==> config.mk <==
export PLATFORM = sky130hd
export DESIGN_NAME = bdmc_top
export DESIGN_NICKNAME = d
export VERILOG_FILES = /design/src/design/bdmc_pkg.sv /design/src/design/bdmc_top.sv /design/src/design/bdmc_fifo.sv
export SDC_FILE = /design/constraint.sdc
export NUM_CORES = 1
export LEC_CHECK = 0
export BUFFER_PORTS_ARGS = -buffer_cell sky130_fd_sc_hd__buf_2
export CORE_ASPECT_RATIO = 0.75
export CORE_MARGIN = 3
export CORE_UTILIZATION = 31
export CTS_CLUSTER_SIZE = 10
export DETAILED_ROUTE_END_ITERATION = 16
export PLACE_DENSITY = 0.52
export SLEW_MARGIN = 20
export SYNTH_ARGS = -nofsm -noshare
export SYNTH_HDL_FRONTEND = slang
export SYNTH_HIERARCHICAL = 1
export SYNTH_SLANG_ARGS = --single-unit
export TNS_END_PERCENT = 30
==> constraint.sdc <==
create_clock -name pclk -period 8.61 [get_ports pclk]
set_input_delay 0.4305 -clock pclk [delete_from_list [all_inputs] [get_ports pclk]]
set_output_delay 0.4305 -clock pclk [all_outputs]
set_load 0.005 [all_outputs]
==> src/design/bdmc_pkg.sv <==
// Purpose: shared constants and types for the broadcast delay mode controller
// Assumes: 16-bit audio samples, one sample strobe per sample period
// Notes: register offsets are byte addresses on the apb bus
//
// What this block does
// - bypass request routes input to output at once and clears delay memory
// - during bypass analog and digital inputs pass straight through, no delay
// - build method is a register field that may change at any time
// - insert mode: build plays stored file while studio audio is written to memory
// - at insert file end output switches to delayed audio; dump then honoured
// - file length equal to target: join delayed audio at normal rate
// - file length differs: join at file end, then slew rate toward target
// - early start fill: count up delay, store audio, keep output muted
// - early start fill: at full target, unmute and send delayed audio
// - higher speed setting gives larger rate deviation, faster expand or drain; early start fill steps every sample at any speed
// - all four meter lamps off below the lowest threshold
// - more lamps light as peak level rises toward full scale
// - all lamps show warning when network input is selected and its stream is missing, or on internal error
// - meter follows instantaneous sample peaks, not averaged level
// - after power up the block is in bypass with transport lamps lit
// - leaving bypass into ready starts with zero accumulated delay
package bdmc_pkg;
   localparam int SAMPLE_W = 16;
   localparam int DLY_W = 20;
   localparam int FIFO_DEPTH = 4;
   // register byte offsets
   localparam logic [7:0] CTRL_OFS = 8'h00;
   localparam logic [7:0] TARGET_OFS = 8'h04;
   localparam logic [7:0] FILE_OFS = 8'h08;
   localparam logic [7:0] STATUS_OFS = 8'h0c;
   localparam logic [7:0] DELAY_OFS = 8'h10;
   // control fields
   localparam int CTRL_BYPASS_BIT = 0;
   localparam int CTRL_BUILD_BIT = 1;
   localparam int CTRL_DUMP_BIT = 2;
   localparam int CTRL_MODE_LSB = 4;
   localparam int CTRL_SPEED_LSB = 8;
   localparam int CTRL_NETIN_BIT = 16;
   localparam int CTRL_ERROR_BIT = 17;
   // reset values
   localparam logic [DLY_W-1:0] TARGET_RST = 20'h00000;
   localparam logic [DLY_W-1:0] FILE_RST = 20'h00000;
   localparam logic [3:0] SPEED_RST = 4'h7;
   // meter thresholds on sample magnitude, lowest is -36 dbfs
   localparam logic [SAMPLE_W-1:0] MTR_T0 = 16'h0207;
   localparam logic [SAMPLE_W-1:0] MTR_T1 = 16'h0818;
   localparam logic [SAMPLE_W-1:0] MTR_T2 = 16'h2026;
   localparam logic [SAMPLE_W-1:0] MTR_T3 = 16'h5a9d;
   // rate slew: samples between extra fill/drain steps at speed s is SLEW_BASE >> s
   localparam logic [15:0] SLEW_BASE = 16'h8000;

   typedef enum logic [1:0] {
      BDMC_MODE_EXPAND = 2'b00,
      BDMC_MODE_INSERT = 2'b01,
      BDMC_MODE_FILL = 2'b10
   } bdmc_mode_t;

   typedef enum logic [2:0] {
      BDMC_ST_BYPASS = 3'b000,
      BDMC_ST_READY = 3'b001,
      BDMC_ST_EXPAND = 3'b010,
      BDMC_ST_INSERT = 3'b011,
      BDMC_ST_FILL = 3'b100,
      BDMC_ST_DELAYED = 3'b101
   } bdmc_state_t;

   typedef enum logic [1:0] {
      BDMC_SRC_LIVE = 2'b00,
      BDMC_SRC_DELAYED = 2'b01,
      BDMC_SRC_FILE = 2'b10,
      BDMC_SRC_MUTE = 2'b11
   } bdmc_src_t;

   typedef struct packed {
      logic [SAMPLE_W-1:0] left;
      logic [SAMPLE_W-1:0] right;
   } bdmc_audio_t;

   typedef struct packed {
      logic [3:0] lit;
      logic warn;
   } bdmc_meter_t;
endpackage

==> src/design/bdmc_top.sv <==
// Purpose: mode controller for a broadcast audio delay line
// Assumes: one sample strobe per sample period; delay memory is external, addressed by pointers
// Notes: the fifo holds incoming studio samples until a sample period is processed
//
// The APB interface to the registers and the register addresses were chosen for this implementation.
`timescale 1ns/100ps
module bdmc_top (
   input wire logic pclk,
   input wire logic presetn,
   input wire logic psel,
   input wire logic penable,
   input wire logic pwrite,
   input wire logic [7:0] paddr,
   input wire logic [31:0] pwdata,
   output logic [31:0] prdata,
   output logic pready,
   output logic pslverr,
   input wire logic bypass_btn,
   input wire logic build_btn,
   input wire logic dump_btn,
   input wire logic in_valid,
   output logic in_ready,
   input wire bdmc_pkg::bdmc_audio_t in_audio,
   input wire logic stream_ok,
   input wire bdmc_pkg::bdmc_audio_t dly_rd_audio,
   input wire bdmc_pkg::bdmc_audio_t file_audio,
   input wire logic file_done,
   output logic file_play,
   output logic mem_wr,
   output bdmc_pkg::bdmc_audio_t mem_wr_audio,
   output logic mem_clear,
   output logic [bdmc_pkg::DLY_W-1:0] dly_depth,
   output logic out_valid,
   output bdmc_pkg::bdmc_audio_t out_audio,
   output logic bypass_relay,
   output logic transport_lamps,
   output bdmc_pkg::bdmc_meter_t meter
);
   typedef struct packed {
      bdmc_pkg::bdmc_state_t st;
      bdmc_pkg::bdmc_mode_t mode;
      logic [3:0] speed;
      logic [bdmc_pkg::DLY_W-1:0] target;
      logic [bdmc_pkg::DLY_W-1:0] file_len;
      logic [bdmc_pkg::DLY_W-1:0] depth;
      logic [15:0] slew_cnt;
      logic net_in;
      logic int_err;
      logic mem_wr;
      bdmc_pkg::bdmc_audio_t wr_audio;
      logic mem_clear;
      logic file_play;
      logic out_valid;
      bdmc_pkg::bdmc_audio_t out_audio;
      bdmc_pkg::bdmc_meter_t meter;
      logic [31:0] prdata;
   } bdmc_state_rec_t;

   bdmc_state_rec_t s_q, s_d;
   logic fifo_valid;
   logic fifo_pop;
   bdmc_pkg::bdmc_audio_t fifo_audio;
   logic wr_acc;
   logic bypass_req;
   logic build_req;
   logic dump_req;
   logic [15:0] slew_limit;

   function automatic logic [2:0] bdmc_mtr_level(input logic [bdmc_pkg::SAMPLE_W-1:0] smp);
      logic [bdmc_pkg::SAMPLE_W-1:0] mag;
      mag = smp[bdmc_pkg::SAMPLE_W-1] ? bdmc_pkg::SAMPLE_W'(~smp + 1'b1) : smp;
      if (mag >= bdmc_pkg::MTR_T3) bdmc_mtr_level = 3'd4;
      else if (mag >= bdmc_pkg::MTR_T2) bdmc_mtr_level = 3'd3;
      else if (mag >= bdmc_pkg::MTR_T1) bdmc_mtr_level = 3'd2;
      else if (mag >= bdmc_pkg::MTR_T0) bdmc_mtr_level = 3'd1;
      else bdmc_mtr_level = 3'd0;
   endfunction

   function automatic logic reg_hit(input logic [7:0] a, input logic [7:0] ofs);
      reg_hit = (a == ofs);
   endfunction

   bdmc_fifo #(
      .WIDTH($bits(bdmc_pkg::bdmc_audio_t)),
      .DEPTH(bdmc_pkg::FIFO_DEPTH)
   ) u_fifo (
      .pclk(pclk),
      .presetn(presetn),
      .flush(bypass_req),
      .in_valid(in_valid),
      .in_ready(in_ready),
      .in_data(in_audio),
      .out_valid(fifo_valid),
      .out_ready(1'b1),
      .out_data(fifo_audio)
   );

   assign fifo_pop = fifo_valid;
   assign wr_acc = psel && penable && pwrite;
   assign bypass_req = bypass_btn || (wr_acc && reg_hit(paddr, bdmc_pkg::CTRL_OFS) &&
                       pwdata[bdmc_pkg::CTRL_BYPASS_BIT]);
   assign build_req = build_btn || (wr_acc && reg_hit(paddr, bdmc_pkg::CTRL_OFS) &&
                      pwdata[bdmc_pkg::CTRL_BUILD_BIT]);
   assign dump_req = dump_btn || (wr_acc && reg_hit(paddr, bdmc_pkg::CTRL_OFS) &&
                     pwdata[bdmc_pkg::CTRL_DUMP_BIT]);
   assign slew_limit = bdmc_pkg::SLEW_BASE >> s_q.speed;

   always_comb begin
      logic [2:0] lvl;
      logic [2:0] lvl_r;
      logic step;
      s_d = s_q;
      lvl = bdmc_mtr_level(fifo_audio.left);
      lvl_r = bdmc_mtr_level(fifo_audio.right);
      step = 1'b0;
      s_d.mem_wr = 1'b0;
      s_d.mem_clear = 1'b0;
      s_d.out_valid = 1'b0;
      // register writes
      if (wr_acc) begin
         if (reg_hit(paddr, bdmc_pkg::CTRL_OFS)) begin
            s_d.mode = bdmc_pkg::bdmc_mode_t'(pwdata[bdmc_pkg::CTRL_MODE_LSB +: 2]);
            s_d.speed = pwdata[bdmc_pkg::CTRL_SPEED_LSB +: 4];
            s_d.net_in = pwdata[bdmc_pkg::CTRL_NETIN_BIT];
            s_d.int_err = pwdata[bdmc_pkg::CTRL_ERROR_BIT];
         end
         if (reg_hit(paddr, bdmc_pkg::TARGET_OFS)) s_d.target = pwdata[bdmc_pkg::DLY_W-1:0];
         if (reg_hit(paddr, bdmc_pkg::FILE_OFS)) s_d.file_len = pwdata[bdmc_pkg::DLY_W-1:0];
      end
      // register reads
      s_d.prdata = 32'h00000000;
      if (psel && !penable && !pwrite) begin
         case (paddr)
            bdmc_pkg::CTRL_OFS: s_d.prdata = {14'h0000, s_q.int_err, s_q.net_in, 4'h0, s_q.speed,
                                              2'b00, s_q.mode, 4'h0};
            bdmc_pkg::TARGET_OFS: s_d.prdata = {12'h000, s_q.target};
            bdmc_pkg::FILE_OFS: s_d.prdata = {12'h000, s_q.file_len};
            bdmc_pkg::STATUS_OFS: s_d.prdata = {22'h000000, s_q.meter.warn, s_q.meter.lit,
                                                2'b00, s_q.st};
            bdmc_pkg::DELAY_OFS: s_d.prdata = {12'h000, s_q.depth};
            default: s_d.prdata = 32'h00000000;
         endcase
      end
      // meter from instantaneous peak of the louder channel
      if (fifo_pop) begin
         if (lvl_r > lvl) lvl = lvl_r;
         s_d.meter.lit = (4'hf << (3'd4 - lvl)) & 4'hf;
         s_d.meter.lit = {s_d.meter.lit[0], s_d.meter.lit[1], s_d.meter.lit[2], s_d.meter.lit[3]};
      end
      s_d.meter.warn = (s_q.net_in && !stream_ok) || s_q.int_err;
      if (s_d.meter.warn) s_d.meter.lit = 4'hf;
      // per-sample processing
      if (fifo_pop) begin
         s_d.out_valid = 1'b1;
         s_d.wr_audio = fifo_audio;
         s_d.slew_cnt = (s_q.slew_cnt >= slew_limit) ? 16'h0000 : 16'(s_q.slew_cnt + 1'b1);
         step = (s_q.slew_cnt >= slew_limit);
         case (s_q.st)
            bdmc_pkg::BDMC_ST_BYPASS: begin
               s_d.out_audio = fifo_audio;
            end
            bdmc_pkg::BDMC_ST_READY: begin
               s_d.out_audio = fifo_audio;
            end
            bdmc_pkg::BDMC_ST_EXPAND: begin
               s_d.mem_wr = 1'b1;
               s_d.out_audio = dly_rd_audio;
               if (step) s_d.depth = bdmc_pkg::DLY_W'(s_q.depth + 1'b1);
               if (s_d.depth >= s_q.target) s_d.st = bdmc_pkg::BDMC_ST_DELAYED;
            end
            bdmc_pkg::BDMC_ST_INSERT: begin
               s_d.mem_wr = 1'b1;
               s_d.out_audio = file_audio;
               s_d.depth = bdmc_pkg::DLY_W'(s_q.depth + 1'b1);
            end
            bdmc_pkg::BDMC_ST_FILL: begin
               s_d.mem_wr = 1'b1;
               s_d.out_audio = '0;
               s_d.depth = bdmc_pkg::DLY_W'(s_q.depth + 1'b1);
               if (s_d.depth >= s_q.target) s_d.st = bdmc_pkg::BDMC_ST_DELAYED;
            end
            bdmc_pkg::BDMC_ST_DELAYED: begin
               s_d.mem_wr = 1'b1;
               s_d.out_audio = dly_rd_audio;
               // slew toward target after a mismatched insert
               if (step && s_q.depth < s_q.target) s_d.depth = bdmc_pkg::DLY_W'(s_q.depth + 1'b1);
               if (step && s_q.depth > s_q.target) s_d.depth = bdmc_pkg::DLY_W'(s_q.depth - 1'b1);
            end
            default: s_d.st = bdmc_pkg::BDMC_ST_BYPASS;
         endcase
      end
      // insert file end joins delayed audio, at normal rate if lengths match
      if (s_q.st == bdmc_pkg::BDMC_ST_INSERT && file_done) begin
         s_d.st = bdmc_pkg::BDMC_ST_DELAYED;
         s_d.file_play = 1'b0;
      end
      // dump drops back by the full depth stored, then rebuilds
      if (dump_req && s_q.st == bdmc_pkg::BDMC_ST_DELAYED) begin
         s_d.depth = '0;
         s_d.st = bdmc_pkg::BDMC_ST_EXPAND;
      end
      // build starts the selected method
      if (build_req && s_q.st == bdmc_pkg::BDMC_ST_READY) begin
         case (s_q.mode)
            bdmc_pkg::BDMC_MODE_INSERT: begin
               s_d.st = bdmc_pkg::BDMC_ST_INSERT;
               s_d.file_play = 1'b1;
            end
            bdmc_pkg::BDMC_MODE_FILL: s_d.st = bdmc_pkg::BDMC_ST_FILL;
            default: s_d.st = bdmc_pkg::BDMC_ST_EXPAND;
         endcase
      end
      // bypass toggles: entering clears memory, leaving starts at zero delay
      if (bypass_req) begin
         if (s_q.st == bdmc_pkg::BDMC_ST_BYPASS) begin
            s_d.st = bdmc_pkg::BDMC_ST_READY;
         end else begin
            s_d.st = bdmc_pkg::BDMC_ST_BYPASS;
         end
         s_d.depth = '0;
         s_d.mem_clear = 1'b1;
         s_d.mem_wr = 1'b0;
         s_d.file_play = 1'b0;
         s_d.slew_cnt = 16'h0000;
      end
   end

   always_ff @(posedge pclk or negedge presetn) begin
      if (!presetn) begin
         s_q <= '0;
         s_q.st <= bdmc_pkg::BDMC_ST_BYPASS;
         s_q.speed <= bdmc_pkg::SPEED_RST;
         s_q.target <= bdmc_pkg::TARGET_RST;
         s_q.file_len <= bdmc_pkg::FILE_RST;
      end else begin
         s_q <= s_d;
      end
   end

   assign prdata = s_q.prdata;
   assign pready = 1'b1;
   assign pslverr = 1'b0;
   assign file_play = s_q.file_play;
   assign mem_wr = s_q.mem_wr;
   assign mem_wr_audio = s_q.wr_audio;
   assign mem_clear = s_q.mem_clear;
   assign dly_depth = s_q.depth;
   assign out_valid = s_q.out_valid;
   // bypass path is combinational so the switch is immediate
   assign out_audio = (s_q.st == bdmc_pkg::BDMC_ST_BYPASS) ? in_audio : s_q.out_audio;
   assign bypass_relay = (s_q.st == bdmc_pkg::BDMC_ST_BYPASS);
   assign transport_lamps = (s_q.st == bdmc_pkg::BDMC_ST_BYPASS);
   assign meter = s_q.meter;
endmodule // bdmc_top

==> src/design/bdmc_fifo.sv <==
// Purpose: small valid/ready fifo for audio words
// Assumes: single clock
// Notes: full and empty follow the occupancy count
`timescale 1ns/100ps
module bdmc_fifo #(
   parameter int WIDTH = 32,
   parameter int DEPTH = 4
) (
   input wire logic pclk,
   input wire logic presetn,
   input wire logic flush,
   input wire logic in_valid,
   output logic in_ready,
   input wire logic [WIDTH-1:0] in_data,
   output logic out_valid,
   input wire logic out_ready,
   output logic [WIDTH-1:0] out_data
);
   localparam int AW = $clog2(DEPTH);
   typedef struct packed {
      logic [AW-1:0] wp;
      logic [AW-1:0] rp;
      logic [AW:0] cnt;
   } bdmc_fifo_st_t;
   bdmc_fifo_st_t st_q, st_d;
   logic [WIDTH-1:0] mem_q [DEPTH];
   logic push, pop;

   assign in_ready = (st_q.cnt != (AW+1)'(DEPTH));
   assign out_valid = (st_q.cnt != '0);
   assign out_data = mem_q[st_q.rp];
   assign push = in_valid && in_ready;
   assign pop = out_valid && out_ready;

   always_comb begin
      st_d = st_q;
      if (push) st_d.wp = AW'(st_q.wp + 1'b1);
      if (pop) st_d.rp = AW'(st_q.rp + 1'b1);
      st_d.cnt = (AW+1)'(st_q.cnt + {{AW{1'b0}}, push} - {{AW{1'b0}}, pop});
      if (flush) st_d = '0;
   end

   always_ff @(posedge pclk or negedge presetn) begin
      if (!presetn) begin
         st_q <= '0;
      end else begin
         st_q <= st_d;
      end
   end

   always_ff @(posedge pclk) begin
      if (push) mem_q[st_q.wp] <= in_data;
   end
endmodule // bdmc_fifo

**Yosys cells after proc, flatten, opt, wreduce, memory -nomap -nowiden**

Memories as Yosys holds them, arrays and structs flattened.
Cells that the tools add are included.

- $add $sub $neg: 10
- Shift-type cells: 2
- Bitwise operators: 2
- Eq/ne operators: 16
- Reduce and logical (&&, ||, !) cells: 43
- Order comparisons: 14
- Mux-type cells: 51

Operators by type and width:

| operator | number |
|---|---|
| 2-to-1 mux 20 bit | 7 |
| case mux 32 bit (4 select lines) | 1 |
| case mux 20 bit (5 select lines) | 1 |
| 2-to-1 mux 36 bit | 2 |
| 2-to-1 mux 33 bit | 2 |
| case mux 20 bit (3 select lines) | 1 |
| adder 16 x 1 -> 16 bit (second input constant) | 3 |
| 2-to-1 mux 16 bit | 3 |
| greater-or-equal comparator 20 bit | 2 |
| 2-to-1 mux 3 bit | 11 |
| greater-or-equal comparator 16 x 10 -> 1 bit (second input constant) | 2 |
| greater-or-equal comparator 16 x 12 -> 1 bit (second input constant) | 2 |
| greater-or-equal comparator 16 x 14 -> 1 bit (second input constant) | 2 |
| greater-or-equal comparator 16 x 15 -> 1 bit (second input constant) | 2 |
| 2-to-1 mux 32 bit | 1 |
| inverter 16 bit | 2 |
| adder 20 x 1 -> 20 bit (second input constant) | 1 |
| greater-than comparator 20 bit | 1 |
| less-than comparator 20 bit | 1 |
| subtractor 20 x 1 -> 20 bit (second input constant) | 1 |
| == test 8 x 4 -> 1 bit (second input constant) | 2 |
| greater-or-equal comparator 16 bit | 1 |
| >> shifter 16 x 4 -> 16 bit (first input constant) | 1 |
| logical AND 1 bit | 15 |
| 36 further kinds | 71 |

- Bits in writable memories: 128
- Output and inout bits: 130
- Register bits: 199
- Input bits: 147
- Memories: 1
- Logic and storage cells: 162

Memories:

| memory | depth | width | rd ports | clocked after memory_dff | wr ports | RTL line | text |
|---|---|---|---|---|---|---|---|
| u_fifo.mem_q | 4 | 32 | 1 | 0 | 1 | bdmc_fifo.sv:26 | `logic [WIDTH-1:0] mem_q [DEPTH];` |

**Longest topological paths before layout**

Gate-level depths: netlist of the first run.
An unclocked memory read counts as a cell.

- Word-level depth: 16
- Depth in mapped cells: 24
- Gate-level depth less buffers: 22

**Modules after synthesis**

The synthesis of the first run kept the hierarchy.

Modules (own cells, without submodules):

| module | sequential area each (µm²) | cells each | times used | area each (µm²) |
|---|---|---|---|---|
| bdmc_top | 4508.1 | 1601 | 1 | 13999.7 |
| bdmc_fifo | 4018.9 | 214 | 1 | 5133.7 |

**Least setup slack after synthesis of the first run**

No wires, ideal clock.

- Kind: register to register
- From: register u_fifo/st_q[3] (netlist name)
- To: register s_q, in the netlist meter[4]
- Cell stages (with the launch flop): 24
- Clock period less this slack: 5.243 ns
- Path slack: 3.367 ns
- Path buffers: 4
- Arrival: 5.112 ns
- Data required time: 8.479 ns
- Cells stage by stage: dfrtp_1 buf_6 buf_12 mux4_2 clkbuf_1 or4_1 clkbuf_1 nor4_1 mux2_2 a311oi_1 a31oi_1 nor4b_1 a21oi_1 nand2_1 inv_1 ha_1 inv_1 a21o_1 a21oi_1 a31oi_1 mux2_2 ha_1 xnor2_1 o21ai_1

RTL lines:

| element | RTL line | text |
|---|---|---|
| from (decl) | bdmc_fifo.sv:25 | `bdmc_fifo_st_t st_q, st_d;` |
| from (signal assigned) | bdmc_fifo.sv:47 | `st_q <= st_d;` |
| to (decl) | bdmc_top.sv:59 | `bdmc_state_rec_t s_q, s_d;` |

==> summary.md, run 1 <==
| Metric | Value |
|---|---|
| Status | `finished clean` |
| Cell variety after synth | `86` |
| Post-route minimum period | `6450 ps` |
| Lkg Pwr | `9.28 nW` |
| Die Wd | `293 um` |
| Critical path launch point type | `flop` |
| Clock buffer depth | `3` |
| Worst hold path depth | `1` |
| Synth async-reset ratio | `59.4%` |
| Max_cap viols | `0` |
| Final Slew Violations | `0` |
| H-tree levels | `2` |
| First-pass GRT wire length | `89,400 um` |
| Die ar. | `64,800 um^2` |
| CP max stage cell | `dfrtp_2` |
| Port bufs | `250` |
| Hold_sp | `in_audio[26]` |
| Seq/Total Area, Yosys | `44.6%` |
| Area grow syn2layout | `13.5%` |
| Setup Skew | `14.0 ps` |
| Synth Flop Type | `dfrtp_1` |
| Internal | `0.00388 W` |
| Critical Path AT | `6870 ps` |
| Crit path cell chain | `mux4_1 -> inv_1 -> ha_1 -> or3b_1 -> o31a_1 -> nor3_2 -> o21ba_1 -> or4_1 -> nor3_1 -> o21a_1 -> a21o_1 -> ha_1 -> inv_1 -> a21o_1 -> a21oi_1 -> a31oi_1 -> mux2_2 -> ha_1 -> xnor2_1 -> o21ai_1` |
| First-iteration detailed-routing DRC count | `1,166` |
| Req. time, crit path | `9030 ps` |
| DRT Wirelength | `57,900 um` |
| CTS tree | `done` |
| Initial antenna violation count | `17` |
| WP buf/inv | `2` |
| Fill cell count | `6,071` |
| Ys Warns | `6` |
| Unrepaired setup endpoints after global routing | `false` |
| Top-area cell type share of the netlist area | `24.1%` |
| Pwr per Cell Area | `289 nW/um^2` |
| CTS sink cnt | `315` |
| Share of layout cells above drive strength 1 | `26.2%` |
| Hold Path End | `u_fifo/mem_q[2][26]` |
| DR DRC count | `0` |
| Comb power frac | `42.4%` |
| Worst skew pair latency | `550 ps` |
| VDD IR-drop max | `0.153 mV` |
| Post-DP HPWL | `42,400 um` |
| FF-to-FF setup slack | `2160 ps` |
| Io pins | `277` |
| Worst r2r src | `u_fifo/st_q[3]` |
| Resize count post-CTS | `0` |
| Routed len/inst | `20.9 um` |
| Placer Congestion | `0.896` |
| Die H | `221 um` |
| Slew headroom | `20.9%` |
| Final-stage net count | `2,184` |
| Vias | `14,737` |
| Mapped Area | `19,100 um^2` |
| Grt total ovfl | `0` |
| Synth area leader | `dfrtp_1` |
| Routed Antenna Nets | `0` |
| Vias in the first global route | `14,690` |
| Crit-path leading delay family | `compound AO/OA/AOI/OAI gates` |
| Net switching power figure | `0.00239 W` |
| Worst-path clk slew | `60 ps` |
| Tot Pwr | `0.00626 W` |
| Crit-path most repeated cell | `ha_1` |
| First-pass DRT Iterations | `5` |
| Post-synthesis average cell area | `10.5 um^2` |
| Core ar. | `60,800 um^2` |
| Max FO, Critical Path | `26` |
| Hold/Removal Path Class | `in -> reg` |
| Fmax | `155 MHz` |
| Synth Register Bits | `315` |
| Tcrit/Tclk final | `74.9%` |
| # rows | `78` |
| # setup viols final | `0` |
| Root Buffer | `clkbuf_16` |
| Clk network pwr share | `25.1%` |
| TNS Setup | `0 ps` |
| CP Class | `reg -> reg` |
| Post-CTS Setup Inserts | `0` |
| Tot GR Track Use | `17.6%` |
| Tightest Pin Transition | `1180 ps` |
| Worst Setup End Kind | `flop` |
| Top cells by area, synth | `dfrtp_1, edfxtp_1, mux2_2, ha_1, buf_4` |
| Initial core utilization | `31.5%` |
| R2r endpoint | `meter[4]` |
| Commonest non-fill, non-tap cell in the layout | `buf_2` |
| Mapped Cells | `1,815` |
| Final Hold Vio Count | `0` |
| Path depth of the worst reg2reg path | `20` |
| Post-synth EDFFs | `128` |
| Commonest non-fill, non-tap cells in the layout | `buf_2, dfrtp_1, nand2_1` |
| Switching Fraction | `38.1%` |
| CTS buffer count | `39` |
| Flop pwr share | `32.5%` |
| Largest stage delay, worst path | `950 ps` |
| Via-to-Cell Ratio | `5.32` |
| Largest net degree at the start of global routing | `68` |
==> cells in the mapped netlist (35+ instances only) <==
cell type	number
dfrtp_1	184
nand2_1	160
o21ai_0	135
edfxtp_1	128
mux2_2	124
nor2_1	107
ha_1	96
buf_4	92
clkbuf_1	91
a21oi_1	72
inv_1	56
xnor2_1	37
a22oi_1	35
==> metal layers <==
layer	global-route usage, %	up-vias	routed length, um
met2	25.4	475	23900
met4	4.30	8	1260
met5	0	-	49
li1	-	6861	-
met3	4.04	91	3820
met1	26.5	7302	28900
==> power groups by stage <==
stage / Sequential (W) / Combinational [W] / Clock (W)
3_5_place_dp: 0.00207 / 0.00267 / 0
4_1_cts: 0.00204 / 0.00268 / 0.00162
2_1_floorplan: 0.00195 / 0.00207 / 0
3_3_place_gp: 0.00206 / 0.00261 / 0
6_report: 0.00204 / 0.00265 / 0.00157
5_1_grt: 0.00207 / 0.00299 / 0.00168
==> sequential cells by signal, indices dropped and copies added, names as in the netlist <==
signal	cells
mem_wr	1
u_fifo/st_q	7
dly_depth	20
file_play	1
s_q	99
u_fifo/mem_q	128
mem_wr_audio	32
mem_clear	1
prdata	20
out_valid	1
meter	5
==> metrics by stage <==
step	cell area (um^2)	util [%]	std cells	setup WS, ps	hold slack, ps
3_3_place_gp	20500	33.7	2697	2260	457
6_report	21700	35.7	2771	2160	123
3_5_place_dp	20500	33.7	2698	2120	466
4_1_cts	21700	35.7	2767	2100	89.6
5_1_grt	21700	35.7	2767	1640	98.4
2_1_floorplan	19200	-	1829	3370	135
==> what timing repair did <==
action | 4_1_cts | 5_1_grt
endpoints found under the setup margin | 0 | 0
hold buffers | 1 | 0
hold endpoints to repair | 62 | 0
==> worst max-delay path by stage <==
stage | cells past startpoint | end | slack (ps) | start
final | 20 | meter[4] | 2160 | u_fifo/st_q[3]
after global routing | 20 | meter[4] | 1640 | u_fifo/st_q[3]
after CTS | 20 | meter[4] | 2100 | u_fifo/st_q[3]
after floorplan | 23 | meter[4] | 3370 | u_fifo/st_q[3]
after detailed placement | 20 | meter[4] | 2120 | u_fifo/st_q[3]
after global placement | 20 | meter[4] | 2260 | u_fifo/st_q[3]
==> cell type report <==
class	instances	area, um^2	share of cell area, %
clock inverters	7	100	0.461
clock buffers	61	1100	5.07
inverters	57	214	0.986
flip-flops and latches	315	8530	39.3
diodes	4	10.0	0.0461
well taps	800	1000	4.61
multi-input cells	1244	9250	42.6
repair buffers	283	1510	6.96
==> kinds of logic (layout without fill, tap and decap cells) <==
| logic type | Yosys count | after routing | share of synthesized area [%] |
|---|---|---|---|
| adder cells (fa/ha/maj) | 97 | 97 | 6.38 |
| other | 2 | 20 | 0.0393 |
| AO/OA/AOI/OAI | 415 | 415 | 14.3 |
| buffers and inverters | 270 | 408 | 7.53 |
| AND/OR/NAND/NOR | 483 | 483 | 12.4 |
| XOR/XNOR | 69 | 69 | 3.16 |
| multiplexers | 164 | 164 | 11.6 |
| flip-flops | 315 | 315 | 44.6 |
(Power assumes the default switching activity.)
==> run 2: changes to the inputs <==
--- a/config.mk
+++ b/config.mk
@@ -5,13 +5,14 @@
 export SDC_FILE = /design/constraint.sdc
 export NUM_CORES = 1
 export LEC_CHECK = 0
+export ABC_AREA = 1
 export BUFFER_PORTS_ARGS = -buffer_cell sky130_fd_sc_hd__buf_2
 export CORE_ASPECT_RATIO = 0.75
 export CORE_MARGIN = 3
 export CORE_UTILIZATION = 31
 export CTS_CLUSTER_SIZE = 10
 export DETAILED_ROUTE_END_ITERATION = 16
-export PLACE_DENSITY = 0.52
+export PLACE_DENSITY = 0.51
 export SLEW_MARGIN = 20
 export SYNTH_ARGS = -nofsm -noshare
 export SYNTH_HDL_FRONTEND = slang
==> constraint.sdc (replaced) <==
create_clock -name pclk -period 6.5 [get_ports pclk]
set_input_delay 0.325 -clock pclk [delete_from_list [all_inputs] [get_ports pclk]]
set_output_delay 0.325 -clock pclk [all_outputs]
set_load 0.005 [all_outputs]
==> run 2 against run 1 <==
Net effect:
- wire length increased by 6.7%
- via count is 15% higher
- clock-buffer cell count is 3 higher
- clock power is 33% higher
- synthesized cell count grew 31%
- combinational power is 82% higher
- setup slack got worse by 1100 ps
- non-clock buffer count is 16 higher
- first-iteration DRC count is 17% higher
- critical path depth up 11
==> summary.md, run 2 <==
| Metric | Value |
|---|---|
| Post-route minimum period | `5430 ps (-1020 ps)` |
| Top-area cell type share of the netlist area | `23.8% (-0.26 points)` |
| # setup viols final | `0 (unchanged)` |
| Tot Pwr | `0.00959 W (+53%)` |
| Die ar. | `65,500 um^2 (+1.1%)` |
| R2r endpoint | `meter[3]` |
| FF/Latch Area | `8530 um^2 (unchanged)` |
| Tightest Pin Transition | `1090 ps (-91.2 ps)` |
| DR DRC count | `0 (unchanged)` |
| Port bufs | `250 (unchanged)` |
| Pre-CTS setup slack | `1120 ps (-999 ps)` |
| Path depth of the worst reg2reg path | `31 (+55%)` |
| First-pass DRT Iterations | `5 (unchanged)` |
| Post-DP HPWL | `45,700 um (+7.7%)` |
| Die Wd | `294 um (+0.54%)` |
| Post-synthesis adder-cell area fraction | `6.31% (-0.070 points)` |
| FF-to-FF setup slack | `1070 ps (-1090 ps)` |
| Synth Area in Compound Gates | `15.1% (+0.74 points)` |
| Initial antenna violation count | `0 (-17)` |
| Seq/Total Area, Yosys | `44.1% (-0.49 points)` |
| Largest stage delay, worst path | `530 ps (-420 ps)` |
| Diode count | `0 (-4)` |
| Worst-path clk slew | `50 ps (about the same)` |
| Setup slack after layout | `1070 ps (-1090 ps)` |
| Synth area leader | `dfrtp_1` |
| Vias in the first global route | `16,204 (+10%)` |
| Core ar. | `61,100 um^2 (+0.48%)` |
| Hold Path End | `u_fifo/mem_q[3][18]` |
| Initial core utilization | `31.7% (+0.20 points)` |
| Synth Flop Type | `dfrtp_1` |
| XOR/XNOR Fraction of Synth Area | `1.49% (-1.7 points)` |
| Hold/Removal Path Class | `in -> reg` |
| Area occupied by multi-input gates | `8790 um^2 (-4.9%)` |
| Top reg by flops | `u_fifo/mem_q` |
| Unrepaired setup endpoints after global routing | `false` |
| Status | `finished clean` |
| CP Class | `reg -> reg` |
| Placed Cells | `3,287 (+22%)` |
| Post-CTS Setup Inserts | `0 (unchanged)` |
| Routed len/inst | `18.3 um (-12%)` |
| Final Hold Vio Count | `0 (unchanged)` |
| Req. time, crit path | `6940 ps (-2090 ps)` |
| Top cells by area, synth | `dfrtp_1, edfxtp_1, nand2_1, o21ai_0, ha_1` |
| Non-Filler Instances | `3,380 (+22%)` |
| Count leader, synth | `nand2_1` |
| Placer Congestion | `0.884 (-1.3%)` |
| Setup Skew | `36.2 ps (+22.2 ps)` |
| Largest family of logic cells by synthesized area | `simple AND/OR/NAND/NOR gates` |
| Worst Setup End Kind | `flop` |
| Crit-path most repeated cell | `nand2_1` |
| Final Slew Violations | `0 (unchanged)` |
| CTS sink cnt | `315 (unchanged)` |
| Via-to-Cell Ratio | `5.01 (-5.9%)` |
| Root Buffer | `clkbuf_16` |
| Slew headroom | `27.4% (+6.5 points)` |
| Fmax | `184 MHz (+19%)` |
| Grt total ovfl | `0 (unchanged)` |
| Critical Path AT | `5860 ps (-1010 ps)` |
| Critical path launch point type | `flop` |
| CTS tree | `done` |
| Die H | `222 um (+0.54%)` |
| Final-stage net count | `2,794 (+28%)` |
| Hold_sp | `in_audio[18]` |
| Clock buffer depth | `3 (unchanged)` |
| Max_cap viols | `0 (unchanged)` |
| Tot GR Track Use | `18.7% (+1.1 points)` |
| Share of layout cells above drive strength 1 | `16.7% (-9.4 points)` |
| Max FO, Critical Path | `57 (+120%)` |
| Mapped Area | `19,300 um^2 (+1.1%)` |
| First-pass GRT wire length | `96,000 um (+7.4%)` |
| Synth top cells by count | `nand2_1, o21ai_0, inv_1` |
| CP max stage cell | `buf_4` |
| VDD IR-drop max | `0.234 mV (+53%)` |
| DRT Wirelength | `61,800 um (+6.7%)` |
| Post-synth EDFFs | `128 (unchanged)` |
| Tcrit/Tclk final | `83.5% (+8.6 points)` |
| Io pins | `277 (unchanged)` |
| Pwr per Cell Area | `432 nW/um^2 (+50%)` |
| # rows | `78 (unchanged)` |
| First-iteration detailed-routing DRC count | `1,367 (+17%)` |
| Worst r2r src | `u_fifo/st_q[3]` |
| Ys Warns | `6 (unchanged)` |
| Fin util | `36.3% (+0.60 points)` |
| Area grow syn2layout | `14.6%` |
| Worst hold path depth | `1 (unchanged)` |
| Commonest non-fill, non-tap cell in the layout | `nand2_1` |
| Worst skew pair latency | `570 ps (+20 ps)` |
| Mux contribution to synthesized area | `0% (-12 points)` |
| Cell variety after synth | `54 (-37%)` |
| Fill cell count | `6,307 (+3.9%)` |
| Mapped Cells | `2,386 (+31%)` |
| Commonest non-fill, non-tap cells in the layout | `nand2_1, o21ai_0, buf_2` |
| Post-synthesis simple-gate area fraction | `22.0% (+9.6 points)` |
| Synth async-reset ratio | `59.4% (unchanged)` |
| Synth Register Bits | `315 (unchanged)` |
| CTS buffer count | `40 (+2.6%)` |
| Max reg flops | `128 (unchanged)` |
| Largest net degree at the start of global routing | `83 (+22%)` |
| TNS Setup | `0 ps (unchanged)` |
| Lkg Pwr | `10.0 nW (+7.8%)` |
| Vias | `16,923 (+15%)` |
| Routed Antenna Nets | `0 (unchanged)` |
| Post-synthesis average cell area | `8.11 um^2 (-23%)` |
| H-tree levels | `2 (unchanged)` |
==> run 2: cell count changes after synthesis, sizes merged, moves of 34 or more <==
cell | before | now
nand2 | 160 | 508
inv | 56 | 247
o21ai | 140 | 316
nand3 | 31 | 159
mux2 | 124 | 0
nor2 | 107 | 213
o22ai | 14 | 51
a22oi | 35 | 0
xnor2 | 37 | 2
clkbuf | 91 | 57
==> run 2: report_power, final <==
group	internal [W]	switching (W)
registers	0.00247	0.000216
logic	0.00154	0.00329
clock network	0.00121	0.000879
total	0.00521	0.00438
==> run 2: cell families after synthesis <==
family                     count (synthesis)
buffers and inverters                    447
AOI/OAI and AO/OA                        526
DFF                                      315
other                                      2
and+or+nand+nor                          967
xor gates and xnor gates                  32
adders and majority gates                 97
==> run 2: metrics by stage <==
stage / hold slack (ps) / cell area [um^2]
6_report: 29.8 / 22200
5_1_grt: 5.87 / 22200
4_1_cts: 0.0145 / 22200
3_5_place_dp: 460 / 20700
3_3_place_gp: 454 / 20700
2_1_floorplan: 29.4 / 19400
==> run 2: what timing repair did <==
| item | in CTS | in global routing |
|---|---|---|
| resized for setup | 0 | 0 |
| hold endpoints to repair | 150 | 0 |
| endpoints found under the setup margin | 0 | 0 |
| hold buffers | 21 | 0 |
==> run 2: worst max path at each step <==
stage                               from       end  slack (ps)  depth (start not counted)
after floorplan           u_fifo/st_q[3]  meter[2]        2440                         33
after global placement    u_fifo/st_q[3]  meter[4]        1240                         30
after detailed placement  u_fifo/st_q[3]  meter[3]        1120                         31
after CTS                 u_fifo/st_q[3]  meter[3]        1090                         31
after global routing      u_fifo/st_q[3]  meter[3]         310                         35
final                     u_fifo/st_q[3]  meter[3]        1070                         31
==> run 2: worst max-delay path, delay by kind of cell, from the launching register on <==
family                     cells  cell delay [ps]
and+or+nand+nor               16             1660
AOI/OAI and AO/OA              5             1270
buffers and inverters          7             1100
adders and majority gates      3              750
DFF                            1              490
==> run 2: cell type report <==
type,count,area share [%]
repair buffers,299,7.58
inverters,255,4.32
multi-input cells,1639,39.6
clock inverters,8,0.355
well taps,800,4.51
clock buffers,64,5.14
flip-flops and latches,315,38.5
==> run 2: layer usage <==
layer  GRT usage, %  part of all wire, %  vias to the layer above
li1               -                    -                     8298
met1           28.6                   50                     8100
met2           26.9                   42                      458
met3           3.48                  6.3                       67
met4           4.39                  1.7                        0
met5              0                    0                        -
